[config.mk]
export PLATFORM = sky130hd
export DESIGN_NAME = sap_host_port
export DESIGN_NICKNAME = d
export VERILOG_FILES = /design/src/design/sap_host_port.v /design/src/design/sap_fifo.v /design/src/design/sap_sync.v
export VERILOG_INCLUDE_DIRS = /design/src /design/src/design
export SDC_FILE = /design/constraint.sdc
export NUM_CORES = 1
export LEC_CHECK = 0
export ABC_AREA = 1
export BUFFER_PORTS_ARGS = -buffer_cell sky130_fd_sc_hd__buf_2
export CORE_MARGIN = 4
export CORE_UTILIZATION = 58
export CTS_BUF_LIST = sky130_fd_sc_hd__clkbuf_4
export CTS_CLUSTER_DIAMETER = 80
export DETAILED_ROUTE_END_ITERATION = 16
export GPL_TIMING_DRIVEN = 0
export PLACE_DENSITY = 0.79
export REMOVE_ABC_BUFFERS = 1
export SLEW_MARGIN = 10
export SYNTH_ARGS = -nofsm -noshare
export SYNTH_HDL_FRONTEND = slang
export SYNTH_HIERARCHICAL = 1
export SYNTH_SLANG_ARGS = --single-unit
[constraint.sdc]
create_clock -name REF_CLK -period 2.6 [get_ports REF_CLK]
set_input_delay 0 -clock REF_CLK [delete_from_list [all_inputs] [get_ports REF_CLK]]
set_output_delay 0 -clock REF_CLK [all_outputs]
set_load 0.01 [all_outputs]
[src/design/sap_defs.vh]
// Purpose: shared constants for the serial adapter host port
// Assumes: 10 MHz REF_CLK, bus phase clock sampled as a pin
// Notes: register select codes and status bit positions
`ifndef SAP_DEFS_VH
`define SAP_DEFS_VH
`define SAP_RS_DATA 2'b00
`define SAP_RS_STAT 2'b01
`define SAP_RS_CMD 2'b10
`define SAP_RS_CTL 2'b11
`define SAP_BYTE_ZERO 8'h00
`define SAP_ST_IRQ 7
`define SAP_ST_DSR 6
`define SAP_ST_DCD 5
`define SAP_ST_TDRE 4
`define SAP_ST_RDRF 3
`define SAP_ST_OVR 2
`define SAP_ST_FRM 1
`define SAP_ST_PAR 0
`define SAP_CMD_DTR 0
`define SAP_CMD_RXIRQ_N 1
`define SAP_CTL_RXSRC 4
`define SAP_OVS 4'hF
`define SAP_OVS_MID 4'h7
`define SAP_BITS 4'h8
`define SAP_FIFO_W 8
`define SAP_FIFO_D 8
`define SAP_FIFO_AW 3
`define SAP_SYNC_CTL_IDLE 10'h0C8
`define SAP_CMD_SOFT 5'h02
`endif

[src/design/sap_host_port.v]
// Purpose: processor side port of an async serial adapter
// Assumes: REF_CLK 10 MHz oversamples the bus phase clock and 16x receive clock
// Notes: receiver fed by external 16x clock edges, bytes buffered in a fifo
`timescale 1ns/1ps
`include "sap_defs.vh"
module sap_host_port (
   input wire REF_CLK,
   input wire RST_N,
   input wire PHI2,
   input wire READ_NOT_WRITE,
   input wire SELECT_ACTIVE_HIGH,
   input wire SELECT_ACTIVE_LOW_N,
   input wire REG_SELECT_LOW,
   input wire REG_SELECT_HIGH,
   input wire [7:0] HOST_DATA_IN,
   output reg [7:0] HOST_DATA_OUT,
   output reg HOST_DATA_OE_N,
   output reg IRQ_OUT,
   output reg IRQ_OE_N,
   input wire RECEIVE_CLOCK_16X,
   input wire SERIAL_IN,
   input wire DSR_N,
   input wire DCD_N,
   output reg SERIAL_OUT,
   output reg DTR_N
);
   wire [7:0] din_s;
   wire [9:0] ctl_s;
   wire phi2_s = ctl_s[0];
   wire rw_s = ctl_s[1];
   wire cs_s = ctl_s[2] & ~ctl_s[3];
   wire [1:0] rs_s = {ctl_s[5], ctl_s[4]};
   wire rxc_s = ctl_s[6];
   wire rxd_s = ctl_s[7];
   wire dsr_s = ctl_s[8];
   wire dcd_s = ctl_s[9];

   sap_sync #(.W(8)) u_sync_data (
      .clk(REF_CLK),
      .rst_n(RST_N),
      .d(HOST_DATA_IN),
      .q(din_s)
   );
   // resets to pin idle levels, so no false edge follows reset
   sap_sync #(.W(10), .RST_VAL(`SAP_SYNC_CTL_IDLE)) u_sync_ctl (
      .clk(REF_CLK),
      .rst_n(RST_N),
      .d({DCD_N, DSR_N, SERIAL_IN, RECEIVE_CLOCK_16X, REG_SELECT_HIGH, REG_SELECT_LOW,
          SELECT_ACTIVE_LOW_N, SELECT_ACTIVE_HIGH, READ_NOT_WRITE, PHI2}),
      .q(ctl_s)
   );

   reg phi2_q;
   reg rxc_q;
   reg [7:0] cmd_q;
   reg [7:0] ctl_q;
   reg [7:0] tx_hold_q;
   reg tdre_q;
   reg [7:0] rx_hold_q;
   reg rdrf_q;
   reg ovr_q;
   reg frm_q;
   reg irq_q;
   reg dsr_q;
   reg dcd_q;
   reg rd_pend_q;
   reg [1:0] rd_rs_q;
   reg [1:0] rx_st_q;
   reg [3:0] rx_ph_q;
   reg [3:0] rx_bit_q;
   reg [7:0] rx_sh_q;
   reg [1:0] tx_st_q;
   reg [3:0] tx_ph_q;
   reg [3:0] tx_bit_q;
   reg [7:0] tx_sh_q;

   localparam RX_IDLE = 2'b00;
   localparam RX_START = 2'b01;
   localparam RX_DATA = 2'b10;
   localparam RX_STOP = 2'b11;
   localparam TX_IDLE = 2'b00;
   localparam TX_START = 2'b01;
   localparam TX_DATA = 2'b10;
   localparam TX_STOP = 2'b11;

   wire phi2_fall = phi2_q & ~phi2_s;
   wire phi2_rise = ~phi2_q & phi2_s;
   wire rxc_rise = ~rxc_q & rxc_s;
   wire wr_stb = phi2_fall & cs_s & ~rw_s;
   wire rd_stb = phi2_rise & cs_s & rw_s;
   wire soft_rst = wr_stb && (rs_s == `SAP_RS_STAT);
   wire rd_data_done = phi2_fall & rd_pend_q & (rd_rs_q == `SAP_RS_DATA);
   wire rd_stat_done = phi2_fall & rd_pend_q & (rd_rs_q == `SAP_RS_STAT);

   // fifo between receiver shifter and holding register
   wire [7:0] ff_out;
   wire ff_out_valid;
   wire ff_in_ready;
   wire rx_byte_done = (rx_st_q == RX_STOP) && rxc_rise && (rx_ph_q == `SAP_OVS);
   wire ff_in_valid = rx_byte_done & rxd_s;
   wire ff_pop = ff_out_valid & ~rdrf_q;

   sap_fifo #(.W(`SAP_FIFO_W), .D(`SAP_FIFO_D), .AW(`SAP_FIFO_AW)) u_fifo (
      .clk(REF_CLK),
      .rst_n(RST_N),
      .clr(soft_rst),
      .in_data(rx_sh_q),
      .in_valid(ff_in_valid),
      .in_ready(ff_in_ready),
      .out_data(ff_out),
      .out_valid(ff_out_valid),
      .out_ready(~rdrf_q)
   );

   // parity never flagged, framing is fixed 8N1
   reg [7:0] status;
   always @* begin
      status = `SAP_BYTE_ZERO;
      status[`SAP_ST_IRQ] = irq_q;
      status[`SAP_ST_DSR] = dsr_s;
      status[`SAP_ST_DCD] = dcd_s;
      status[`SAP_ST_TDRE] = tdre_q;
      status[`SAP_ST_RDRF] = rdrf_q;
      status[`SAP_ST_OVR] = ovr_q;
      status[`SAP_ST_FRM] = frm_q;
   end
   // reads: status and data differ from what writes reach
   reg [7:0] rd_mux;
   always @* begin
      if (rs_s == `SAP_RS_DATA) begin
         rd_mux = rx_hold_q;
      end else if (rs_s == `SAP_RS_STAT) begin
         rd_mux = status;
      end else if (rs_s == `SAP_RS_CMD) begin
         rd_mux = cmd_q;
      end else begin
         rd_mux = ctl_q;
      end
   end

   // modem changes interrupt only while terminal ready is on
   wire irq_cond = ~cmd_q[`SAP_CMD_RXIRQ_N] & cmd_q[`SAP_CMD_DTR] &
      (rdrf_q | (dsr_q != dsr_s) | (dcd_q != dcd_s));

   // host bus side
   always @(posedge REF_CLK or negedge RST_N) begin
      if (!RST_N) begin
         phi2_q <= 1'b0;
         cmd_q <= `SAP_BYTE_ZERO;
         ctl_q <= `SAP_BYTE_ZERO;
         tx_hold_q <= `SAP_BYTE_ZERO;
         tdre_q <= 1'b1;
         rd_pend_q <= 1'b0;
         rd_rs_q <= `SAP_RS_DATA;
         HOST_DATA_OUT <= `SAP_BYTE_ZERO;
         HOST_DATA_OE_N <= 1'b1;
         irq_q <= 1'b0;
         dsr_q <= 1'b0;
         dcd_q <= 1'b0;
         IRQ_OUT <= 1'b0;
         IRQ_OE_N <= 1'b1;
         DTR_N <= 1'b1;
      end else begin
         phi2_q <= phi2_s;
         // read data held until the phase clock falls
         if (rd_stb) begin
            HOST_DATA_OUT <= rd_mux;
            HOST_DATA_OE_N <= 1'b0;
            rd_pend_q <= 1'b1;
            rd_rs_q <= rs_s;
         end else if (phi2_fall) begin
            HOST_DATA_OE_N <= 1'b1;
            rd_pend_q <= 1'b0;
         end
         if (soft_rst) begin
            // soft reset keeps the upper command bits
            cmd_q <= {cmd_q[7:5], `SAP_CMD_SOFT};
         end else if (wr_stb && rs_s == `SAP_RS_CMD) begin
            cmd_q <= din_s;
         end
         if (wr_stb && rs_s == `SAP_RS_CTL) begin
            ctl_q <= din_s;
         end
         // new write wins over the shifter taking the byte
         if (wr_stb && rs_s == `SAP_RS_DATA) begin
            tx_hold_q <= din_s;
            tdre_q <= 1'b0;
         end else if (soft_rst || (tx_st_q == TX_IDLE && !tdre_q)) begin
            tdre_q <= 1'b1;
         end
         // set wins over clear on status read
         if (irq_cond) begin
            irq_q <= 1'b1;
         end else if (rd_stat_done || soft_rst) begin
            irq_q <= 1'b0;
         end
         if (rd_stat_done) begin
            dsr_q <= dsr_s;
            dcd_q <= dcd_s;
         end
         IRQ_OUT <= 1'b0;
         IRQ_OE_N <= ~(irq_q | irq_cond);
         DTR_N <= ~cmd_q[`SAP_CMD_DTR];
      end
   end

   // receive side, timed by rising edges of the external 16x clock
   always @(posedge REF_CLK or negedge RST_N) begin
      if (!RST_N) begin
         rxc_q <= 1'b1;
         rx_st_q <= RX_IDLE;
         rx_ph_q <= 4'h0;
         rx_bit_q <= 4'h0;
         rx_sh_q <= `SAP_BYTE_ZERO;
         rx_hold_q <= `SAP_BYTE_ZERO;
         rdrf_q <= 1'b0;
         ovr_q <= 1'b0;
         frm_q <= 1'b0;
      end else begin
         rxc_q <= rxc_s;
         if (soft_rst) begin
            rx_st_q <= RX_IDLE;
            rdrf_q <= 1'b0;
            ovr_q <= 1'b0;
         end else begin
            if (ff_pop) begin
               rx_hold_q <= ff_out;
               rdrf_q <= 1'b1;
            end else if (rd_data_done) begin
               rdrf_q <= 1'b0;
            end
            if (rx_byte_done) begin
               frm_q <= ~rxd_s;
               ovr_q <= ~ff_in_ready; // fifo full drops the byte
            end
            if (rxc_rise) begin
               rx_ph_q <= rx_ph_q + 4'h1;
               case (rx_st_q)
                  RX_IDLE: begin
                     rx_ph_q <= 4'h0;
                     if (!rxd_s) begin
                        rx_st_q <= RX_START;
                     end
                  end
                  RX_START: begin
                     if (rx_ph_q == `SAP_OVS_MID) begin
                        // false start bit guard
                        rx_st_q <= rxd_s ? RX_IDLE : RX_DATA;
                        rx_ph_q <= 4'h0;
                        rx_bit_q <= 4'h0;
                     end
                  end
                  RX_DATA: begin
                     if (rx_ph_q == `SAP_OVS) begin
                        rx_sh_q <= {rxd_s, rx_sh_q[7:1]};
                        rx_bit_q <= rx_bit_q + 4'h1;
                        if (rx_bit_q == `SAP_BITS - 4'h1) begin
                           rx_st_q <= RX_STOP;
                        end
                     end
                  end
                  default: begin
                     if (rx_ph_q == `SAP_OVS) begin
                        rx_st_q <= RX_IDLE;
                     end
                  end
               endcase
            end
         end
      end
   end

   // transmit side, also paced by the 16x clock
   always @(posedge REF_CLK or negedge RST_N) begin
      if (!RST_N) begin
         tx_st_q <= TX_IDLE;
         tx_ph_q <= 4'h0;
         tx_bit_q <= 4'h0;
         tx_sh_q <= `SAP_BYTE_ZERO;
         SERIAL_OUT <= 1'b1;
      end else if (soft_rst) begin
         tx_st_q <= TX_IDLE;
         SERIAL_OUT <= 1'b1;
      end else begin
         case (tx_st_q)
            TX_IDLE: begin
               tx_ph_q <= 4'h0;
               tx_bit_q <= 4'h0;
               if (!tdre_q) begin
                  tx_sh_q <= tx_hold_q;
                  tx_st_q <= TX_START;
                  SERIAL_OUT <= 1'b0;
               end
            end
            TX_START: begin
               if (rxc_rise) begin
                  tx_ph_q <= tx_ph_q + 4'h1;
                  if (tx_ph_q == `SAP_OVS) begin
                     tx_st_q <= TX_DATA;
                     SERIAL_OUT <= tx_sh_q[0];
                  end
               end
            end
            TX_DATA: begin
               if (rxc_rise) begin
                  tx_ph_q <= tx_ph_q + 4'h1;
                  if (tx_ph_q == `SAP_OVS) begin
                     tx_sh_q <= {1'b0, tx_sh_q[7:1]};
                     tx_bit_q <= tx_bit_q + 4'h1;
                     if (tx_bit_q == `SAP_BITS - 4'h1) begin
                        tx_st_q <= TX_STOP;
                        SERIAL_OUT <= 1'b1;
                     end else begin
                        SERIAL_OUT <= tx_sh_q[1];
                     end
                  end
               end
            end
            default: begin
               if (rxc_rise) begin
                  tx_ph_q <= tx_ph_q + 4'h1;
                  if (tx_ph_q == `SAP_OVS) begin
                     tx_st_q <= TX_IDLE;
                  end
               end
            end
         endcase
      end
   end
endmodule // sap_host_port

[src/design/sap_fifo.v]
// Purpose: small synchronous fifo with valid and ready on both sides
// Assumes: single clock, async active low reset
// Notes: width and depth are parameters; depth a power of two
`timescale 1ns/1ps
module sap_fifo #(
   parameter W = 8,
   parameter D = 8,
   parameter AW = 3
) (
   input wire clk,
   input wire rst_n,
   input wire clr,
   input wire [W-1:0] in_data,
   input wire in_valid,
   output wire in_ready,
   output wire [W-1:0] out_data,
   output wire out_valid,
   input wire out_ready
);
   reg [W-1:0] mem [0:D-1];
   reg [AW:0] wp_q;
   reg [AW:0] rp_q;
   wire full = (wp_q[AW] != rp_q[AW]) && (wp_q[AW-1:0] == rp_q[AW-1:0]);
   wire empty = (wp_q == rp_q);
   assign in_ready = ~full;
   assign out_valid = ~empty;
   assign out_data = mem[rp_q[AW-1:0]];
   always @(posedge clk) begin
      if (in_valid && !full) begin
         mem[wp_q[AW-1:0]] <= in_data;
      end
   end
   always @(posedge clk or negedge rst_n) begin
      if (!rst_n) begin
         wp_q <= {(AW+1){1'b0}};
         rp_q <= {(AW+1){1'b0}};
      end else if (clr) begin
         wp_q <= {(AW+1){1'b0}};
         rp_q <= {(AW+1){1'b0}};
      end else begin
         if (in_valid && !full) begin
            wp_q <= wp_q + 1'b1;
         end
         if (out_ready && !empty) begin
            rp_q <= rp_q + 1'b1;
         end
      end
   end
endmodule // sap_fifo

[src/design/sap_sync.v]
// Purpose: two flip-flop synchroniser for a bus of pin inputs
// Assumes: inputs asynchronous to clk
// Notes: first stage feeds only the second
`timescale 1ns/1ps
module sap_sync #(
   parameter W = 1,
   parameter [W-1:0] RST_VAL = {W{1'b0}}
) (
   input wire clk,
   input wire rst_n,
   input wire [W-1:0] d,
   output reg [W-1:0] q
);
   reg [W-1:0] meta_q;
   always @(posedge clk or negedge rst_n) begin
      if (!rst_n) begin
         meta_q <= RST_VAL;
         q <= RST_VAL;
      end else begin
         meta_q <= d;
         q <= meta_q;
      end
   end
endmodule // sap_sync

==> results by group, run 1 <==
Power and ir drop
  – Pwr dens: 741 mW/mm^2
  – Worst vdd ir: 0.304 mV
  – Static Leak: 4.11 nW
  – Final Power: 0.00696 W

Timing
  – Minimum clock period: 2.47 ns
  – Crit share post-route: 0.951
  – Worst Max-Slew Pin Slew: 0.669 ns
  – Final Max Tran Viols: 0
  – Final setup vio count: 0
  – WHS: 0.0456 ns
  – Final Worst Setup Slack: 0.127 ns
  – Relative slew slack: 0.554
  – Final Skew: 0.0181 ns
  – Max Clk Rate: 404 MHz
  – Hold Vio Cnt, Final: 0

Floorplanning
  – Die area: 0.0167 sq mm
  – Horiz. Die Dim: 129 um
  – Die Y-Extent: 129 um
  – # IOs: 33
  – Initial Utilization: 0.588
  – Core Area: 0.0145 sq mm
  – Num rows: 44

Clock tree
  – Clk buf depth: 2
  – Postcts setup bufs: 0
  – Sink Count: 200
  – CTS tree: done
  – Number of buffers created by CTS: 17
  – Clk slew on worst S/H paths: 0.14 ns
  – Clock root cell: clkbuf_4
  – H-tree levels: 4
  – Clock latency on the worst-skew pair: 0.59 ns

Cells and area
  – Area grow syn2layout: 10.3%
  – Fillers: 1099
  – Layout cells sized above 1: 0.165
  – Ant diodes: 0
  – Final nets: 914

Synth
  – Synth unique cells: 40
  – Sequential-to-total area share from yosys stat: 0.627
  – Area leader, netlist: dfrtp_1
  – Adder-Cell Fraction of Synth Area: 0.0132
  – Synth Area in XOR/XNOR: 0.00617
  – Largest cells by area after synthesis: dfrtp_1, edfxtp_1, nand2_1
  – FFs w/ async S/R, synth: 0.680
  – Top cell type's share of synthesized area: 0.364
  – Number of enable flip-flop cells after synthesis: 64
  – #FFs+latches synth: 200
  – Simple-gate share of the synthesized area: 0.189
  – Count leader, synth: nand2_1
  – Main combinational cell family by area after synthesis: simple AND/OR/NAND/NOR gates
  – Compound-gate portion of the synthesized area: 0.106
  – Commonest cells post-synth: nand2_1, dfrtp_1, inv_1
  – Cells after synthesis: 834
  – Syn_area_per_cell: 10.2 sq um
  – Post-synthesis mux area share: 0
  – YS warnings: 6
  – Top FF cell, synth: dfrtp_1
  – Mapped Area: 0.00851 sq mm

Detailed routing
  – First-pass DRT Iterations: 5
  – Via count: 5867
  – Antenna Nets Post-Route: 0
  – Final wirelength: 16200 um
  – DR vias/cell: 5.42
  – Routed len/inst: 15.0 um
  – DR iter-0 viols: 629
  – DRC violations left: 0

Placement
  – Port Buf Inserts: 31
  – RePlAce Congestion: 0.828
  – Place WS: -0.736 ns
  – Detailed Place HPWL: 10400 um

Worst hold path
  – Hold EP: u_sync_ctl/meta_q[6]
  – HP Class: in -> reg
  – Hold wc startpoint: RECEIVE_CLOCK_16X
  – Hold depth: 2

GRT
  – Grt total ovfl: 0
  – Initial antenna violation count: 0
  – GRT Overall Usage: 0.205
  – First-pass GRT wire length: 26800 um
  – Pin count of the biggest net entering global routing: 94
  – Vias in the first global route: 5490

Worst setup path
  – CP max FO: 38
  – CP max stage delay: 0.68 ns
  – Reg2Reg Setup Slack: 0.13 ns
  – Reg-to-Reg End: u_fifo/mem[7][6]
  – Worst r2r path cells: 7
  – Critical path class: reg -> reg
  – Crit-path cells: inv_4, nand2_1, nand2_2, clkinv_2, nand4_4, nand2_4, nor2_2
  – Worst Setup End Kind: flop
  – Slowest-stage cell, CP: dfrtp_2
  – Worst EP required: 2.84 ns
  – Critical path launch point type: flop
  – Arrival time at the worst endpoint: 2.71 ns
  – Worst reg2reg startpoint: u_fifo/rp_q[0]

Run
  – Total of max-cap violations: 0

Outcome
  – Status: complete, no violations
## repair_timing
| item | in CTS | in global routing |
|---|---|---|
| hold endpoints to repair | 143 | 0 |
| resized for setup | 12 | 7 |
| setup endpoints to repair | 82 | 73 |
| hold buffers | 27 | 0 |
## worst max-delay path by stage
| stage | slack (ns) | start | to | cells after the start |
|---|---|---|---|---|
| 3_3_place_gp | -0.71 | u_fifo/rp_q[0] | u_fifo/mem[3][3] | 7 |
| 2_1_floorplan | 0.15 | u_fifo/rp_q[0] | u_fifo/mem[0][0] | 7 |
| 3_5_place_dp | -0.74 | u_fifo/rp_q[0] | u_fifo/mem[3][3] | 7 |
| 5_1_grt | -0.03 | u_fifo/rp_q[0] | u_fifo/mem[3][5] | 7 |
| 4_1_cts | -0.08 | rx_ph_q[0] | u_fifo/mem[2][4] | 7 |
| 6_report | 0.13 | u_fifo/rp_q[0] | u_fifo/mem[7][6] | 7 |
## per-layer routing
layer	up-vias	wire (um)	GRT usage
li1	2892	-	-
met5	-	0	0
met1	2787	7040	0.278
met2	159	7990	0.332
met3	29	840	0.0420
met4	0	330	0.0747
## power by group
group          switching [W]  internal, W  leakage (nW)
Combinational       0.000946     0.000547          1.66
Clock                0.00105     0.000524         0.152
Sequential          0.000343      0.00355          2.30
Total                0.00234      0.00462          4.11
## worst max-delay path, delay by kind of cell, from the launching register on
kind / cells / cell delay, ns
flip-flops: 1 / 0.68
buffers and inverters: 2 / 0.45
AND/OR/NAND/NOR: 5 / 1.00
## area by class of cell
type,count,area (sq um),area share
timing repair buffer,59,477,0.0507
inverter,82,312,0.0332
multi-input combinational,525,2760,0.294
clock inverter,13,128,0.0136
tap,184,230,0.0245
sequential,200,5340,0.569
clock buffer,19,143,0.0152
## state kept, by name (all words and copies together) (netlist names), 4 cells and up
name,cells
u_sync_data/meta_q,8
u_fifo/wp_q,4
tx_bit_q,4
u_sync_ctl/q,10
rx_sh_q,8
rx_hold_q,8
tx_sh_q,8
ctl_q,8
cmd_q,8
u_sync_ctl/meta_q,10
rx_ph_q,4
u_fifo/rp_q,4
rx_bit_q,4
HOST_DATA_OUT,8
tx_ph_q,4
u_fifo/mem,64
tx_hold_q,8
u_sync_data/q,8
## placed cells by master (no fill, tap or decap), types with 9 or more instances in the layout
master	synthesis	final
dfrtp_1	124	122
o21ai_0	66	66
o21ai_1	31	31
nor2_1	57	54
buf_2	9	30
nand2_1	193	193
nand3_1	35	35
edfxtp_1	64	64
nand2_2	14	14
a21oi_1	22	22
nand4_1	13	13
ha_1	9	9
inv_1	72	72
o21ai_2	10	10
clkbuf_4	0	19
dfstp_2	12	12
dlygate4sd3_1	0	26
o22ai_1	21	21
## logic make-up (layout without fill, tap and decap cells)
family          Yosys count  in the layout
xor+xnor                  6              6
fa+ha+maj                 9              9
flops                   200            200
other cells               1              1
buf+inv                 109            173
simple gates            347            347
compound gates          162            162
## metrics by stage
stage | TNS (ns) | area [sq um] | utilization | std cells
final | 0 | 9400 | 0.649 | 1082
after detailed placement | -45.46 | 8750 | 0.605 | 1023
after floorplan | 0 | 8330 | - | 807
after CTS | -2.16 | 9360 | 0.647 | 1082
after global placement | -78.98 | 8720 | 0.602 | 1022
after global routing | -0.188 | 9400 | 0.649 | 1082
(Power assumes the default switching activity.)
==> inputs of run 2 (changes only) <==
--- a/config.mk
+++ b/config.mk
@@ -8,6 +8,7 @@
 export LEC_CHECK = 0
 export ABC_AREA = 1
 export BUFFER_PORTS_ARGS = -buffer_cell sky130_fd_sc_hd__buf_2
+export CORE_ASPECT_RATIO = 1.2
 export CORE_MARGIN = 4
 export CORE_UTILIZATION = 58
 export CTS_BUF_LIST = sky130_fd_sc_hd__clkbuf_4
==> run 2 against run 1 <==
Sequential power hardly changed. Clock power rose by 5%. Highest routed layer unchanged. Critical path type unchanged. Clock-buffer cell count fell by 1. Setup slack gained 0.070 ns. Combinational power is essentially flat. Worst hold slack better by 0.0030 ns. Sequential cell count is the same.
==> results by group, run 2 (synthesis gave the netlist of run 1 again) <==
Outcome
  – Status: complete, no violations

Power and ir drop
  – Flop pwr share: 0.552
  – Combinational Power Share: 0.213
  – Clock network power share: 0.234
  – P_int: 0.00470 W
  – Worst vdd ir: 0.422 mV
  – Net switching power figure: 0.00237 W
  – Switching part of the total: 0.335
  – Pwr dens: 745 mW/mm^2
  – Static Leak: 4.16 nW

Worst setup path
  – Worst EP required: 2.83 ns
  – Critical Path Source: u_fifo/rp_q[1]
  – Worst reg2reg startpoint: u_fifo/rp_q[1]
  – Arrival time at the worst endpoint: 2.64 ns
  – Critical path launch point type: flop
  – CP max FO: 22
  – Worst Setup End Kind: flop
  – Critical path class: reg -> reg

Placement
  – Cell Count Post-Placement: 1014
  – RePlAce Congestion: 0.813
  – Port Buf Inserts: 31
  – Detailed Place HPWL: 10400 um
  – Placed Area: 0.00877 sq mm

GRT
  – Initial antenna violation count: 1
  – Grt total ovfl: 0
  – First-pass GRT wire length: 26600 um
  – GRT Overall Usage: 0.201
  – Pin count of the biggest net entering global routing: 67
  – Vias in the first global route: 5601

Timing
  – Max Clk Rate: 416 MHz
  – Hold Vio Cnt, Final: 0
  – Relative slew slack: 0.530
  – Crit share post-route: 0.924
  – Minimum clock period: 2.40 ns
  – Final setup vio count: 0
  – RSZ-0062 raised after global routing: true
  – Final Skew: 0.0152 ns
  – Final Max Tran Viols: 0
  – Worst Max-Slew Pin Slew: 0.706 ns
  – Setup tns final: 0 ns

Cells and area
  – Layout cells sized above 1: 0.169
  – Fillers: 1058
  – Finished Layout Cells: 1079
  – Max reg flops: 64
  – Area grow syn2layout: 11.5%
  – Final nets: 919
  – Commonest non-fill, non-tap cell in the layout: nand2_1
  – Commonest non-fill, non-tap cells in the layout: nand2_1, dfrtp_1, inv_1
  – Finished Cell Area: 0.00949 sq mm

Detailed routing
  – Final wirelength: 16400 um
  – Via count: 5963
  – First-pass DRT Iterations: 5
  – Routed len/inst: 15.2 um
  – DR vias/cell: 5.53
  – DRC violations left: 0
  – Antenna Nets Post-Route: 0
  – DR iter-0 viols: 557

Clock tree
  – Clk slew on worst S/H paths: 0.15 ns
  – Sink Count: 200
  – Clk buf depth: 2
  – Clock root cell: clkbuf_4
  – Number of buffers created by CTS: 17
  – CTS tree: done
  – H-tree levels: 4
  – Clock latency on the worst-skew pair: 0.58 ns

Worst hold path
  – HP Class: in -> reg
  – Hold wc startpoint: DSR_N

Run
  – Total of max-cap violations: 0

Floorplanning
  – Core Area: 0.0144 sq mm
  – Num rows: 48
  – Horiz. Die Dim: 119 um
  – Initial Utilization: 0.591
  – # IOs: 33
  – Die Y-Extent: 141 um
  – Die area: 0.0167 sq mm
## run 2: cell types whose count changed in the layout (fill, tap and decap cells not counted), moves of 2 or more
cell           previous run  this run
dlygate4sd3_1            26        24
inv_4                     3         0
buf_12                    0         3
clkinv_8                  0         2
inv_6                     7         5
clkinv_1                  1         3
clkinv_4                  0         2
buf_4                     0         4
## run 2: final cells by class
class / instances / area [sq um] / area share
timing repair buffer: 64 / 547 / 0.0576
antenna: 1 / 2.50 / 0.000264
sequential: 200 / 5340 / 0.563
clock buffer: 18 / 135 / 0.0142
tap: 175 / 219 / 0.0231
inverter: 82 / 314 / 0.0331
multi-input combinational: 525 / 2760 / 0.291
clock inverter: 14 / 169 / 0.0178
## run 2: power groups by stage
| stage | clock network (W) | logic, W | registers (W) |
|---|---|---|---|
| CTS | 0.00170 | 0.00149 | 0.00389 |
| detailed placement | 0 | 0.00146 | 0.00395 |
| global placement | 0 | 0.00140 | 0.00394 |
| floorplan | 0 | 0.00105 | 0.00386 |
| finish | 0.00166 | 0.00151 | 0.00391 |
| global route | 0.00183 | 0.00170 | 0.00396 |
## run 2: timing repair
item / in CTS / in global routing
hold endpoints to repair: 146 / 2
hold buffers: 23 / 2
setup endpoints to repair: 82 / 75
buffers inserted: 0 / 7
gates resized for setup: 10 / 4
pin swaps: 0 / 3
## run 2: final timing paths
path | endpoint | depth (start not counted) | slack [ns]
max reg2reg | u_fifo/mem[3][4] | 6 | 0.20
min reg2reg | u_sync_ctl/q[3] | 0 | 0.35
min in group asynchronous | DTR_N | 3 | 0.49
min | u_sync_ctl/meta_q[8] | 2 | 0.05
max | u_fifo/mem[3][4] | 6 | 0.20
max in group asynchronous | u_sync_ctl/q[7] | 4 | 1.70
## run 2: critical path, stage by stage (launching register included)
cell	delay, ns
dfrtp_2	0.65
inv_1	0.39
nand2_2	0.17
nand2_2	0.07
nand4_4	0.14
nand2_4	0.18
nor3_4	0.44
## run 2: per-stage QoR
| stage | util | hold slack [ns] | power, W | setup WS [ns] |
|---|---|---|---|---|
| 3_5_place_dp | 0.609 | 0.0450 | 0.00541 | -0.508 |
| 2_1_floorplan | - | -0.296 | 0.00491 | 0.149 |
| 6_report | 0.659 | 0.0486 | 0.00707 | 0.197 |
| 5_1_grt | 0.659 | 0.0117 | 0.00749 | -0.00902 |
| 3_3_place_gp | 0.604 | 0.106 | 0.00534 | -0.809 |
| 4_1_cts | 0.650 | 0.00108 | 0.00709 | 0.0121 |
## run 2: routing by layer
metal  track usage  routed length [um]  share of wire
met2         0.343                8380           0.51
met4        0.0854                 393          0.024
met3        0.0417                 629          0.038
met5             0                   0              0
met1         0.249                7040           0.43
==> inputs of run 3 (changes only) <==
--- a/config.mk
+++ b/config.mk
@@ -10,7 +10,7 @@
 export BUFFER_PORTS_ARGS = -buffer_cell sky130_fd_sc_hd__buf_2
 export CORE_ASPECT_RATIO = 1.2
 export CORE_MARGIN = 4
-export CORE_UTILIZATION = 58
+export CORE_UTILIZATION = 60
 export CTS_BUF_LIST = sky130_fd_sc_hd__clkbuf_4
 export CTS_CLUSTER_DIAMETER = 80
 export DETAILED_ROUTE_END_ITERATION = 16
==> constraint.sdc (replaced) <==
create_clock -name REF_CLK -period 2.4 [get_ports REF_CLK]
set_input_delay 0 -clock REF_CLK [delete_from_list [all_inputs] [get_ports REF_CLK]]
set_output_delay 0 -clock REF_CLK [all_outputs]
set_load 0.01 [all_outputs]
==> run 3 against run 2 <==
Cell count down 0.46%. Register-to-register slack worse by 0.06 ns. Final area about the same. Sequential cell count unchanged. Highest routed layer unchanged. Wire length up 3.5%. Clock-buffer cell count down 1. Die area down 3.1%. First-iteration DRC count down 18%. Largest power group unchanged. Utilization up 2.6 points. Fmax up 6.4%.
==> results by group, run 3 (synthesis gave the netlist of run 1 again) <==
Worst setup path
  – Arrival time at the worst endpoint: 2.55 ns
  – Reg-to-Reg End: u_fifo/mem[0][2]
  – CP max FO: 38
  – Reg2Reg Setup Slack: 0.14 ns
  – Critical path launch point type: flop
  – Worst Setup End Kind: flop
  – Worst r2r path cells: 8
  – Worst EP required: 2.69 ns
  – Critical path class: reg -> reg
  – Worst reg2reg startpoint: u_fifo/rp_q[0]

Outcome
  – Status: complete, no violations

Clock tree
  – Sink Count: 200
  – H-tree levels: 4
  – Clock latency on the worst-skew pair: 0.58 ns
  – Clk buf depth: 2
  – Number of buffers created by CTS: 17
  – Clock root cell: clkbuf_4
  – Clk slew on worst S/H paths: 0.16 ns
  – CTS tree: done

Worst hold path
  – HP Class: in -> reg
  – Hold depth: 2
  – Hold EP: u_sync_ctl/meta_q[4]
  – Hold wc startpoint: REG_SELECT_LOW

Power and ir drop
  – Pwr dens: 810 mW/mm^2
  – Switching part of the total: 0.337
  – Net switching power figure: 0.00259 W
  – Worst vdd ir: 0.576 mV
  – Combinational Power Share: 0.217
  – Flop pwr share: 0.551
  – Final Power: 0.00769 W
  – P_int: 0.00510 W
  – Clock network power share: 0.231
  – Static Leak: 4.15 nW

Detailed routing
  – DR vias/cell: 5.54
  – Antenna Nets Post-Route: 0
  – DRC violations left: 0
  – First-pass DRT Iterations: 6
  – DR iter-0 viols: 454
  – Final wirelength: 17000 um
  – Via count: 5953
  – Routed len/inst: 15.9 um

Floorplanning
  – Die Y-Extent: 138 um
  – Die area: 0.0162 sq mm
  – Initial Utilization: 0.614
  – Core Area: 0.0139 sq mm
  – # IOs: 33
  – Num rows: 47
  – Horiz. Die Dim: 117 um

Timing
  – RSZ-0062 raised after global routing: false
  – Worst Max-Slew Pin Slew: 0.647 ns
  – Final Max Tran Viols: 0
  – Final setup vio count: 0
  – Hold Vio Cnt, Final: 0
  – Crit share post-route: 0.941
  – Final Skew: 0.0221 ns
  – Final Worst Setup Slack: 0.141 ns
  – Minimum clock period: 2.26 ns
  – Relative slew slack: 0.568
  – Max Clk Rate: 443 MHz

GRT
  – Pin count of the biggest net entering global routing: 95
  – Initial antenna violation count: 1
  – Grt total ovfl: 0
  – First-pass GRT wire length: 28200 um
  – Vias in the first global route: 5890
  – GRT Overall Usage: 0.221

Placement
  – RePlAce Congestion: 0.822
  – Place WS: -0.825 ns
  – Detailed Place HPWL: 10800 um
  – Port Buf Inserts: 31

Cells and area
  – Fillers: 1035
  – Final nets: 918
  – Max reg flops: 64
  – Multi-input gate area: 0.00278 sq mm
  – Area grow syn2layout: 11.6%
  – Area occupied by registers: 0.00535 sq mm
  – Commonest non-fill, non-tap cells in the layout: nand2_1, dfrtp_1, inv_1
  – Commonest non-fill, non-tap cell in the layout: nand2_1
  – Layout cells sized above 1: 0.175

Run
  – Total of max-cap violations: 0
run 3: power groups by stage:
| stage | Sequential [W] | Clock [W] | Combinational (W) |
|---|---|---|---|
| 3_5_place_dp | 0.00429 | 0 | 0.00160 |
| 2_1_floorplan | 0.00418 | 0 | 0.00114 |
| 4_1_cts | 0.00423 | 0.00182 | 0.00163 |
| 5_1_grt | 0.00429 | 0.00198 | 0.00189 |
| 3_3_place_gp | 0.00427 | 0 | 0.00153 |
| 6_report | 0.00424 | 0.00178 | 0.00167 |
run 3: timing repair:
| item | 4_1_cts | 5_1_grt |
|---|---|---|
| endpoints found under the hold margin | 148 | 0 |
| gates resized for setup | 15 | 3 |
| hold buffers | 21 | 0 |
| pin swaps | 6 | 0 |
| setup endpoints to repair | 82 | 64 |
| buffers inserted | 7 | 3 |
run 3: per-layer routing:
metal  wire (um)  part of all wire  vias to the layer above  global-route usage
met4         333             0.020                        0              0.0694
met3         566             0.033                       31              0.0441
met5           0                 0                        -                   0
li1            -                 -                     2888                   -
met1        7230              0.42                     2910               0.289
met2        8900              0.52                      124               0.370
run 3: worst max path at each step:
stage | start | endpoint | depth (start not counted)
final | u_fifo/rp_q[0] | u_fifo/mem[0][2] | 8
after CTS | rx_ph_q[0] | u_fifo/mem[7][2] | 7
after floorplan | u_fifo/rp_q[0] | u_fifo/mem[0][0] | 7
after global routing | rx_ph_q[0] | u_fifo/mem[5][2] | 8
after global placement | u_fifo/rp_q[0] | u_fifo/mem[2][5] | 7
after detailed placement | u_fifo/rp_q[0] | u_fifo/mem[7][5] | 7
run 3: worst max-delay path: stages, from the launching register on:
cell and delay, ns:
dfrtp_4 0.69, clkinv_4 0.28, nand2_1 0.10, nand2_2 0.10, clkinv_2 0.06, nand4_4 0.10
nand2_4 0.19, nor3_4 0.25, buf_4 0.18
run 3: area by class of cell:
class	instances	area share
Tap cell	171	0.0225
Timing Repair Buffer	63	0.0576
Multi-Input combinational cell	525	0.293
Antenna cell	1	0.000263
Sequential cell	200	0.563
Clock inverter	15	0.0174
Inverter	82	0.0335
Clock buffer	17	0.0134
run 3: per-stage QoR:
stage / hold slack (ns) / setup TNS, ns / util / std cells / cell area (sq um)
after CTS: 0.0110 / 0 / 0.682 / 1070 / 9460
final: 0.0446 / 0 / 0.684 / 1074 / 9500
after floorplan: -0.296 / -2.45 / - / 807 / 8330
after detailed placement: -0.0439 / -55.64 / 0.632 / 1010 / 8770
after global placement: 0.106 / -127.79 / 0.627 / 1009 / 8700
after global routing: 0.00263 / 0 / 0.684 / 1074 / 9500
